==> src/design/prd_pkg.sv <==
// Purpose : Shared constants for the protected range decoder
// Assumes : Quadword configuration accesses at fixed offsets
// Notes   : Field layout is identical for both protected segments
package prd_pkg;

   ////////////////////////////////////////////////////////////////////////
   // Configuration offsets
   localparam logic [7:0] PRD_OFF_CHK_BASE = 8'h60;
   localparam logic [7:0] PRD_OFF_CHK_MASK = 8'h68;
   localparam logic [7:0] PRD_OFF_STL_BASE = 8'h70;
   localparam logic [7:0] PRD_OFF_STL_MASK = 8'h78;

   ////////////////////////////////////////////////////////////////////////
   // Field layout
   localparam int PRD_REG_W     = 64;
   localparam int PRD_ADDR_W    = 40;
   localparam int PRD_FIELD_HI  = 39;
   localparam int PRD_FIELD_LO  = 19;
   localparam int PRD_FIELD_W   = PRD_FIELD_HI - PRD_FIELD_LO + 1;
   localparam int PRD_ENABLE_B  = 11;
   localparam int PRD_LOCK_B    = 10;

   ////////////////////////////////////////////////////////////////////////
   // Reset values
   localparam logic [PRD_FIELD_W-1:0] PRD_FIELD_RST = 21'h00_0000;
   localparam logic [PRD_REG_W-1:0]   PRD_RDATA_RST =
      64'h0000_0000_0000_0000;

   ////////////////////////////////////////////////////////////////////////
   // Register selector
   typedef enum logic [2:0]
   {
      PRD_SEL_NONE     = 3'b000,
      PRD_SEL_CHK_BASE = 3'b001,
      PRD_SEL_CHK_MASK = 3'b010,
      PRD_SEL_STL_BASE = 3'b011,
      PRD_SEL_STL_MASK = 3'b100
   } prd_sel_e;

   function automatic prd_sel_e prd_decode(input logic [7:0] off);
      prd_sel_e sel;
      sel = PRD_SEL_NONE;
      unique case (off)
         PRD_OFF_CHK_BASE: sel = PRD_SEL_CHK_BASE;
         PRD_OFF_CHK_MASK: sel = PRD_SEL_CHK_MASK;
         PRD_OFF_STL_BASE: sel = PRD_SEL_STL_BASE;
         PRD_OFF_STL_MASK: sel = PRD_SEL_STL_MASK;
         default:          sel = PRD_SEL_NONE;
      endcase
      return sel;
   endfunction : prd_decode

endpackage : prd_pkg

==> src/design/prd_decoder.sv <==
// Purpose : Protected range decoder with two base/mask segments
// Assumes : Single clock, synchronous reset, one access per request
// Notes   : Answers and abort flags appear one cycle after the request
//
// Behaviour
// - Check base holds bits 39:19, 512KB aligned
// - Enabled check segment aborts chipset hits, raises check
// - Check lock freezes base and mask until reset
// - Stolen base holds bits 39:19, 512KB aligned
// - Stolen mask selects which bits must match
// - Enabled stolen segment aborts core hits
// - Stolen mask bit 10 shows lock state
// - Each range register is one 64-bit quadword
module prd_decoder
   import prd_pkg::*;
#(
   parameter int ADDR_W = PRD_ADDR_W
)
(
   input  wire logic                  core_clk,
   input  wire logic                  rst_n,
   input  wire logic                  cfgReq,
   input  wire logic                  cfgWrite,
   input  wire logic [7:0]            cfgOffset,
   input  wire logic [PRD_REG_W-1:0]  cfgWdata,
   output logic                       cfgAck,
   output logic      [PRD_REG_W-1:0]  cfgRdata,
   input  wire logic                  chipReq,
   input  wire logic [ADDR_W-1:0]     chipAddr,
   output logic                       chipDone,
   output logic                       chipAbort,
   output logic                       machineCheck,
   input  wire logic                  coreReq,
   input  wire logic [ADDR_W-1:0]     coreAddr,
   output logic                       coreDone,
   output logic                       coreAbort
);

   ////////////////////////////////////////////////////////////////////////
   // Elaboration check: the range fields need the full physical width
   if (ADDR_W != PRD_ADDR_W)
   begin : g_bad_width
      $error("prd_decoder: ADDR_W must equal the 40-bit field layout");
   end

   ////////////////////////////////////////////////////////////////////////
   // Register decode
   prd_sel_e                sel;
   logic                    wrChkBase;
   logic                    wrChkMask;
   logic                    wrStlBase;
   logic                    wrStlMask;

   logic [PRD_FIELD_W-1:0]  chkBase;
   logic [PRD_FIELD_W-1:0]  chkMask;
   logic                    chkEnable;
   logic                    chkLock;
   logic                    chkHit;
   logic [PRD_FIELD_W-1:0]  stlBase;
   logic [PRD_FIELD_W-1:0]  stlMask;
   logic                    stlEnable;
   logic                    stlLock;
   logic                    stlHit;

   // Offsets are quadword slots; a partial offset is simply unmapped
   assign sel       = prd_decode(cfgOffset);
   assign wrChkBase = cfgReq && cfgWrite && (sel == PRD_SEL_CHK_BASE);
   assign wrChkMask = cfgReq && cfgWrite && (sel == PRD_SEL_CHK_MASK);
   assign wrStlBase = cfgReq && cfgWrite && (sel == PRD_SEL_STL_BASE);
   assign wrStlMask = cfgReq && cfgWrite && (sel == PRD_SEL_STL_MASK);

   ////////////////////////////////////////////////////////////////////////
   // Segments: machine-check segment faces the chipset side,
   // stolen segment faces the cores
   prd_segment u_check_segment
   (
      .core_clk (core_clk),
      .rst_n    (rst_n),
      .wrBase   (wrChkBase),
      .wrMask   (wrChkMask),
      .wdata    (cfgWdata),
      .addr     (chipAddr),
      .base     (chkBase),
      .mask     (chkMask),
      .enable   (chkEnable),
      .lock     (chkLock),
      .hit      (chkHit)
   );

   prd_segment u_stolen_segment
   (
      .core_clk (core_clk),
      .rst_n    (rst_n),
      .wrBase   (wrStlBase),
      .wrMask   (wrStlMask),
      .wdata    (cfgWdata),
      .addr     (coreAddr),
      .base     (stlBase),
      .mask     (stlMask),
      .enable   (stlEnable),
      .lock     (stlLock),
      .hit      (stlHit)
   );

   ////////////////////////////////////////////////////////////////////////
   // Read path
   function automatic logic [PRD_REG_W-1:0] prd_pack_base
      (input logic [PRD_FIELD_W-1:0] b);
      logic [PRD_REG_W-1:0] v;
      v = PRD_RDATA_RST;
      v[PRD_FIELD_HI:PRD_FIELD_LO] = b;
      return v;
   endfunction : prd_pack_base

   function automatic logic [PRD_REG_W-1:0] prd_pack_mask
      (input logic [PRD_FIELD_W-1:0] m, input logic en, input logic lk);
      logic [PRD_REG_W-1:0] v;
      v = PRD_RDATA_RST;
      v[PRD_FIELD_HI:PRD_FIELD_LO] = m;
      v[PRD_ENABLE_B] = en;
      v[PRD_LOCK_B]   = lk;
      return v;
   endfunction : prd_pack_mask

   logic                  cfgAck_q;
   logic                  cfgAck_d;
   logic [PRD_REG_W-1:0]  cfgRdata_q;
   logic [PRD_REG_W-1:0]  cfgRdata_d;

   always_comb
   begin
      cfgAck_d   = cfgReq;
      cfgRdata_d = PRD_RDATA_RST;
      // Writes answer with zero data; reserved bits always read zero
      if (cfgReq && !cfgWrite)
      begin
         unique case (sel)
            PRD_SEL_CHK_BASE: cfgRdata_d = prd_pack_base(chkBase);
            PRD_SEL_CHK_MASK:
               cfgRdata_d = prd_pack_mask(chkMask, chkEnable, chkLock);
            PRD_SEL_STL_BASE: cfgRdata_d = prd_pack_base(stlBase);
            PRD_SEL_STL_MASK:
               cfgRdata_d = prd_pack_mask(stlMask, stlEnable, stlLock);
            PRD_SEL_NONE:     cfgRdata_d = PRD_RDATA_RST;
         endcase
      end
   end

   always_ff @(posedge core_clk)
   begin
      if (!rst_n)
      begin
         cfgAck_q   <= 1'b0;
         cfgRdata_q <= PRD_RDATA_RST;
      end
      else
      begin
         cfgAck_q   <= cfgAck_d;
         cfgRdata_q <= cfgRdata_d;
      end
   end

   assign cfgAck   = cfgAck_q;
   assign cfgRdata = cfgRdata_q;

   ////////////////////////////////////////////////////////////////////////
   // Access checking: verdicts are registered so every output is a flop;
   // the cost is one cycle of latency on each access
   logic chipDone_q;
   logic chipDone_d;
   logic chipAbort_q;
   logic chipAbort_d;
   logic machineCheck_q;
   logic machineCheck_d;
   logic coreDone_q;
   logic coreDone_d;
   logic coreAbort_q;
   logic coreAbort_d;

   always_comb
   begin
      chipDone_d     = chipReq;
      chipAbort_d    = chipReq && chkHit;
      machineCheck_d = chipReq && chkHit;
      coreDone_d     = coreReq;
      coreAbort_d    = coreReq && stlHit;
   end

   always_ff @(posedge core_clk)
   begin
      if (!rst_n)
      begin
         chipDone_q     <= 1'b0;
         chipAbort_q    <= 1'b0;
         machineCheck_q <= 1'b0;
         coreDone_q     <= 1'b0;
         coreAbort_q    <= 1'b0;
      end
      else
      begin
         chipDone_q     <= chipDone_d;
         chipAbort_q    <= chipAbort_d;
         machineCheck_q <= machineCheck_d;
         coreDone_q     <= coreDone_d;
         coreAbort_q    <= coreAbort_d;
      end
   end

   assign chipDone     = chipDone_q;
   assign chipAbort    = chipAbort_q;
   assign machineCheck = machineCheck_q;
   assign coreDone     = coreDone_q;
   assign coreAbort    = coreAbort_q;

   ////////////////////////////////////////////////////////////////////////
   // Assertions
   AST_CHIP_ABORT_HIT: assert property (@(posedge core_clk)
      disable iff (!rst_n)
      chipReq && chkEnable &&
      (((chipAddr[PRD_FIELD_HI:PRD_FIELD_LO] ^ chkBase) & chkMask) == '0)
      |=> chipAbort && machineCheck)
      else $error("Chipset hit in check segment not aborted");

   AST_CHIP_NO_ABORT: assert property (@(posedge core_clk)
      disable iff (!rst_n)
      !(chipReq && chkEnable) |=> !chipAbort && !machineCheck)
      else $error("Abort without enabled chipset access");

   AST_CORE_ABORT_HIT: assert property (@(posedge core_clk)
      disable iff (!rst_n)
      coreReq && stlEnable &&
      (((coreAddr[PRD_FIELD_HI:PRD_FIELD_LO] ^ stlBase) & stlMask) == '0)
      |=> coreAbort)
      else $error("Core hit in stolen segment not aborted");

   AST_CORE_MISS: assert property (@(posedge core_clk)
      disable iff (!rst_n)
      coreReq &&
      (((coreAddr[PRD_FIELD_HI:PRD_FIELD_LO] ^ stlBase) & stlMask) != '0)
      |=> coreDone && !coreAbort)
      else $error("Core miss aborted");

   AST_MASK_READBACK: assert property (@(posedge core_clk)
      disable iff (!rst_n)
      cfgReq && !cfgWrite && cfgOffset == PRD_OFF_STL_MASK
      |=> cfgAck && cfgRdata[PRD_LOCK_B] == $past(stlLock)
      && cfgRdata[PRD_ENABLE_B] == $past(stlEnable))
      else $error("Stolen mask readback wrong");

   AST_BASE_RESERVED_ZERO: assert property (@(posedge core_clk)
      disable iff (!rst_n)
      cfgReq && !cfgWrite && cfgOffset == PRD_OFF_CHK_BASE
      |=> cfgRdata[PRD_FIELD_LO-1:0] == '0
      && cfgRdata[PRD_FIELD_HI:PRD_FIELD_LO] == $past(chkBase))
      else $error("Check base readback wrong");

   AST_LOCKED_WRITE_IGNORED: assert property (@(posedge core_clk)
      disable iff (!rst_n)
      stlLock && wrStlBase |=> $stable(stlBase))
      else $error("Locked stolen base changed");

   AST_ACK_ONE_CYCLE: assert property (@(posedge core_clk)
      disable iff (!rst_n) cfgAck == $past(cfgReq))
      else $error("Config answer not one cycle later");

   // Verdict strobes are single pulses; a stuck strobe would double count
   AST_CHIP_DONE_PULSE: assert property (@(posedge core_clk)
      disable iff (!rst_n) chipDone == $past(chipReq))
      else $error("Chipset verdict not one cycle after request");

   AST_CORE_DONE_PULSE: assert property (@(posedge core_clk)
      disable iff (!rst_n) coreDone == $past(coreReq))
      else $error("Core verdict not one cycle after request");

   AST_WRITE_READS_ZERO: assert property (@(posedge core_clk)
      disable iff (!rst_n)
      cfgReq && cfgWrite |=> cfgRdata == '0)
      else $error("Write answered with nonzero data");

   AST_CORE_NO_ABORT: assert property (@(posedge core_clk)
      disable iff (!rst_n)
      !(coreReq && stlEnable) |=> !coreAbort)
      else $error("Core abort without enabled core access");

   AST_CHIP_MISS: assert property (@(posedge core_clk)
      disable iff (!rst_n)
      chipReq &&
      (((chipAddr[PRD_FIELD_HI:PRD_FIELD_LO] ^ chkBase) & chkMask) != '0)
      |=> chipDone && !chipAbort && !machineCheck)
      else $error("Chipset miss aborted");

   COV_CHIP_ABORT: cover property (@(posedge core_clk)
      disable iff (!rst_n) machineCheck);
   COV_CORE_ABORT: cover property (@(posedge core_clk)
      disable iff (!rst_n) coreAbort);
   COV_LOCKED_WRITE: cover property (@(posedge core_clk)
      disable iff (!rst_n) chkLock && wrChkMask);
   COV_UNMAPPED_READ: cover property (@(posedge core_clk)
      disable iff (!rst_n) cfgReq && !cfgWrite && sel == PRD_SEL_NONE);
   COV_STOLEN_LOCKED_WRITE: cover property (@(posedge core_clk)
      disable iff (!rst_n) stlLock && wrStlBase);

endmodule : prd_decoder

==> src/design/prd_segment.sv <==
// Purpose : One protected segment: base, mask, enable, lock and match
// Assumes : Writes arrive as whole quadwords from the top level
// Notes   : Lock freezes both registers until the next reset
module prd_segment
   import prd_pkg::*;
(
   input  wire logic                   core_clk,
   input  wire logic                   rst_n,
   input  wire logic                   wrBase,
   input  wire logic                   wrMask,
   input  wire logic [PRD_REG_W-1:0]   wdata,
   input  wire logic [PRD_ADDR_W-1:0]  addr,
   output logic      [PRD_FIELD_W-1:0] base,
   output logic      [PRD_FIELD_W-1:0] mask,
   output logic                        enable,
   output logic                        lock,
   output logic                        hit
);

   logic [PRD_FIELD_W-1:0] base_q;
   logic [PRD_FIELD_W-1:0] base_d;
   logic [PRD_FIELD_W-1:0] mask_q;
   logic [PRD_FIELD_W-1:0] mask_d;
   logic                   enable_q;
   logic                   enable_d;
   logic                   lock_q;
   logic                   lock_d;

   ////////////////////////////////////////////////////////////////////////
   // Register update
   always_comb
   begin
      base_d   = base_q;
      mask_d   = mask_q;
      enable_d = enable_q;
      lock_d   = lock_q;
      // Locked writes are dropped silently; the write that sets lock
      // still lands, so software can program and lock in one access
      if (!lock_q)
      begin
         if (wrBase)
         begin
            base_d = wdata[PRD_FIELD_HI:PRD_FIELD_LO];
         end
         if (wrMask)
         begin
            mask_d   = wdata[PRD_FIELD_HI:PRD_FIELD_LO];
            enable_d = wdata[PRD_ENABLE_B];
            lock_d   = wdata[PRD_LOCK_B];
         end
      end
   end

   always_ff @(posedge core_clk)
   begin
      if (!rst_n)
      begin
         base_q   <= PRD_FIELD_RST;
         mask_q   <= PRD_FIELD_RST;
         enable_q <= 1'b0;
         lock_q   <= 1'b0;
      end
      else
      begin
         base_q   <= base_d;
         mask_q   <= mask_d;
         enable_q <= enable_d;
         lock_q   <= lock_d;
      end
   end

   assign base   = base_q;
   assign mask   = mask_q;
   assign enable = enable_q;
   assign lock   = lock_q;
   // Masked compare of address bits against the base
   assign hit    = enable_q &&
      (((addr[PRD_FIELD_HI:PRD_FIELD_LO] ^ base_q) & mask_q) == '0);

   ////////////////////////////////////////////////////////////////////////
   // Checks
   AST_LOCK_HOLDS_BASE: assert property (@(posedge core_clk)
      disable iff (!rst_n) $past(lock_q) |-> $stable(base_q))
      else $error("Base changed while locked");

   AST_LOCK_HOLDS_MASK: assert property (@(posedge core_clk)
      disable iff (!rst_n)
      $past(lock_q) |-> $stable(mask_q) && $stable(enable_q) && lock_q)
      else $error("Mask or lock changed while locked");

   AST_UNLOCKED_WRITE: assert property (@(posedge core_clk)
      disable iff (!rst_n)
      !lock_q && wrBase |=> base_q == $past(wdata[PRD_FIELD_HI:PRD_FIELD_LO]))
      else $error("Unlocked base write lost");

endmodule : prd_segment
==> config.mk <==
export PLATFORM = sky130hd
export DESIGN_NAME = prd_decoder
export DESIGN_NICKNAME = d
export VERILOG_FILES = /design/src/design/prd_pkg.sv /design/src/design/prd_decoder.sv /design/src/design/prd_segment.sv
export SDC_FILE = /design/constraint.sdc
export NUM_CORES = 1
export LEC_CHECK = 0
export BUFFER_PORTS_ARGS = -buffer_cell sky130_fd_sc_hd__buf_2
export CELL_PAD_IN_SITES_DETAIL_PLACEMENT = 1
export CELL_PAD_IN_SITES_GLOBAL_PLACEMENT = 2
export CORE_ASPECT_RATIO = 1.25
export CORE_UTILIZATION = 28
export DETAILED_ROUTE_END_ITERATION = 7
export GPL_ROUTABILITY_DRIVEN = 0
export PLACE_DENSITY_LB_ADDON = 0.1
export SYNTH_ARGS = -nofsm -noshare
export SYNTH_HDL_FRONTEND = slang
export SYNTH_SLANG_ARGS = --single-unit
==> constraint.sdc <==
create_clock -name core_clk -period 2.04 [get_ports core_clk]
set_clock_uncertainty 0.15 [all_clocks]
set_input_delay 0.204 -clock core_clk [delete_from_list [all_inputs] [get_ports core_clk]]
set_output_delay 0.204 -clock core_clk [all_outputs]
set_load 0.03 [all_outputs]
==> impl_summary.txt <==
----------------------------------------------------
[Run status]
  Run status ... finished clean

[Global route]
  Maximum number of pins on one net before global-route repair ... 89
  Total global-route track usage ... approximately 18%
  Wire length of the first global-routing pass ... approximately 28 mm
  Antenna violations before repair ... 0
  Via count of the first global-routing pass ... about 4800
  Congestion Overflow GR ... 0

[Setup path]
  Worst setup EP type ... flip-flop
  Critical path endpoint ... coreAbort$_SDFF_PN0_
  Dominant delay contributor by cell family on the critical path ... compound AO/OA/AOI/OAI gates
  CP arrival ... about 2.1 ns
  Critical path, cell by cell ... xor2_1 -> a22o_1 -> a221oi_1 -> buf_4 -> nand4_1 -> a2111oi_0
  Classification of the worst setup path ... flip-flop to flip-flop
  Largest stage delay on the critical path ... between 0.3 and 0.4 ns
  Number of stages on the worst setup path ... 6
  Origin of the critical flop-to-flop path ... u_stolen_segment.base[15]$_SDFFE_PN0P_
  Critical R2R Capture ... coreAbort$_SDFF_PN0_
  CP Buf/Inv Count ... 1
  Worst-case reg-to-reg path depth ... 6
  Highest fanout seen on the critical path ... 3
  CP startpoint ... u_stolen_segment.base[15]$_SDFFE_PN0P_
  Nature of the critical path startpoint ... flip-flop
  Slowest library cell on the worst path ... dfxtp_1
  FF-to-FF setup slack ... between 0.08 and 0.09 ns
  Worst endpoint required time ... between 2 and 2.5 ns

[STA]
  Final worst-path cycle share ... 95.9%
  Total of endpoints with negative setup slack in the final report ... 0
  Max-slew headroom at the worst pin ... a little under half
  Peak Freq ... around 0.51 GHz
  Final critical-path required period ... 1.96 ns
  RSZ-0062 raised after global routing ... false
  Measured slew at the worst slew-check pin ... about 0.82 ns
  TNS Setup ... 0 ns
  Final Hold Slack ... ~0.044 ns
  Final hold violation count ... 0
  Number of pins exceeding their max-slew limit in the final report ... 0

[Floorplanning]
  Number of I/O pins ... ~230
  # rows ... 57
  Core outline area ... slightly below 0.02 sq mm
  Overall die height ... 159 um
  Die outline width ... ~130 um
  Die Footprint ... ~0.02 sq mm
  Initial core utilization ... 28.6%

[Min path]
  Hold crit path type ... input pin to flip-flop
  Beginning of the worst hold path ... cfgOffset[4]
  Hold Path Depth ... 3

[Placement]
  Count of port buffers added during placement ... between 100 and 150
  Post-DP Area ... around 0.0065 sq mm
  Placed instance count ... approximately 940
  HPWL after detailed placement ... about 12 mm

[Synthesis]
  Summed instance area of the synthesized netlist ... about 0.0055 sq mm
  Synth Warn # ... 0
  Post-synthesis register bit count ... 116
  Syn Area/Cell ... 9.86 sq um
  Number of different library cells in the post-synthesis netlist ... 34
  Sequential cell area fraction in the yosys report ... 41.8%
  Gate count after technology mapping ... roughly 560

[Clock tree]
  H-tree depth reported by CTS ... 4
  CTS tree ... yes
  Number of buffers added by the clock tree synthesis step ... 17
  Root Driver ... clkbuf_16
  Clock sink total ... roughly 120
  Post-CTS setup repair buffer count ... 0
  Skew-Pair Late Insertion Delay ... ~0.42 ns
  Clock transition time at the flip-flop clock pins of the worst setup and hold paths ... roughly 0.050 ns
  Clock buffer depth ... 2

[Finish]
  Layout cells sized above 1 ... a little under a quarter
  Fill cells ... about 2300
  Area of all placed cells without fillers ... approximately 0.0073 sq mm
  Net total in the final layout ... just under 900
  Commonest cells after routing, fill and taps aside ... 116 x dfxtp_1, 107 x buf_2, 76 x mux2i_1
  Flip-flop and latch area ... around 0.0023 sq mm
  Non-filler cells, final ... between 900 and 1000
  Footprint of the multi-input gates ... about 0.003 sq mm
  Diodes inserted ... 0
  Relative area change from synthesis to final layout ... 32.3%
  Leading cell type in the layout, fill and taps excluded ... dfxtp_1

[Pwr]
  Power density over the cells ... ~760 mW/mm^2
  Power after layout ... ~5.6 mW
  Static leakage ... 3.16 nW
  Maximum VDD drop ... 617 uV

[Drt]
  Number of remaining DRC errors ... 0
  Total number of vias ... about 4500
  Final routed wire length divided by cell count ... roughly 18 um
  Ratio of routed vias to standard cells ... roughly 4.5
  Total length of routed wires ... 17.8 mm
  Iter 0 DRT Violations ... ~200
  Antenna violation net count after detailed routing ... 0
  Number of iterations in the first detailed-routing pass ... 4

[Run]
  Max-cap check violation count ... 0

----------------------------------------------------
[registers in the layout (all words and copies together) (netlist names)]
signal	flops
cfgAck	1
cfgRdata	23
chipDone	1
coreAbort	1
coreDone	1
machineCheck	1
u_check_segment.base	21
u_check_segment.enable	1
u_check_segment.lock	1
u_check_segment.mask	21
u_stolen_segment.base	21
u_stolen_segment.enable	1
u_stolen_segment.lock	1
u_stolen_segment.mask	21
[worst reg2reg max path: stages (launching register included)]
cell,delay [ns]
dfxtp_1,0.33
xor2_1,0.16
a22o_1,0.25
a221oi_1,0.33
buf_4,0.18
nand4_1,0.15
a2111oi_0,0.29
[logic make-up (layout without fill, tap and decap cells)]
family	count (synthesis)	after routing	synth area share [%]
and+or+nand+nor	146	146	14.5
DFF	116	116	41.8
AOI/OAI and AO/OA	110	110	15.2
muxes	76	76	13.7
xor gates and xnor gates	42	42	6.63
other	1	41	0.0676
buffers and inverters	72	199	8.05
[cells in the mapped netlist]
cell / count / share of area (%)
o2bb2ai_1: 10 / 1.6
nor4_4: 1 / 0.38
a21boi_0: 22 / 3.0
a21oi_1: 12 / 1.1
o21ai_0: 11 / 0.99
conb_1: 1 / 0.068
and2_1: 4 / 0.45
nand4_1: 3 / 0.34
and3_1: 1 / 0.11
o21a_1: 1 / 0.14
and3b_1: 2 / 0.32
nor2_2: 2 / 0.23
buf_1: 1 / 0.068
mux2i_1: 76 / 14
buf_4: 46 / 6.2
or2_1: 1 / 0.11
xor2_1: 42 / 6.6
buf_2: 3 / 0.27
a221oi_1: 8 / 1.3
clkbuf_1: 22 / 1.5
nand2_1: 53 / 3.6
nor3_1: 5 / 0.45
a2111oi_0: 2 / 0.32
nand3_1: 2 / 0.18
a22oi_1: 15 / 2.0
o211a_1: 11 / 2.0
nor2b_1: 65 / 7.3
nand4b_1: 1 / 0.16
nand2b_1: 1 / 0.11
nor4b_4: 1 / 0.43
and2_0: 1 / 0.11
nor2_1: 3 / 0.20
a22o_1: 18 / 2.8
dfxtp_1: 116 / 42
[layout make-up]
cell class                      count  share of cell area, %
Multi-Input combinational cell    415                   40.2
Sequential cell                   116                   31.6
Timing Repair Buffer              170                   15.9
Clock buffer                       24                   6.70
Tap cell                          265                   4.52
Clock inverter                      5                   1.02
[report_power, final]
group,internal [mW],switching (mW)
registers,2.27,0.00165
logic,0.164,0.266
clock network,1.90,1.01
[stage by stage]
stage	worst slack, ns	util (%)
5_1_grt	0.0206	37.9
4_1_cts	0.0108	37.8
3_3_place_gp	0.0258	33.3
2_1_floorplan	0.374	-
3_5_place_dp	0.0285	33.3
6_report	0.0839	37.9
[metal layers]
layer | vias up | part of all wire (%) | track usage (%)
met1 | 2199 | 46 | 22.8
met3 | 16 | 3.0 | 3.09
met2 | 110 | 50 | 30.9
met4 | 0 | 1.6 | 7.11
met5 | - | 0 | 0
li1 | 2195 | - | -
[how the worst min path moves through the flow]
stage	slack (ns)	to
5_1_grt	0.09	cfgRdata[10]$_SDFF_PN0_
6_report	0.04	u_stolen_segment.lock$_SDFF_PN0_
2_1_floorplan	0.20	chipDone$_SDFF_PN0_
3_5_place_dp	0.31	coreDone$_SDFF_PN0_
3_3_place_gp	0.30	coreDone$_SDFF_PN0_
4_1_cts	0.04	u_stolen_segment.lock$_SDFF_PN0_
[repair_timing]
item                       CTS  global route
hold endpoints to repair    90             0
hold buffers                30             0
resized for setup            0             4
setup endpoints to repair    0             2
Power figures use the tool's default switching activity.
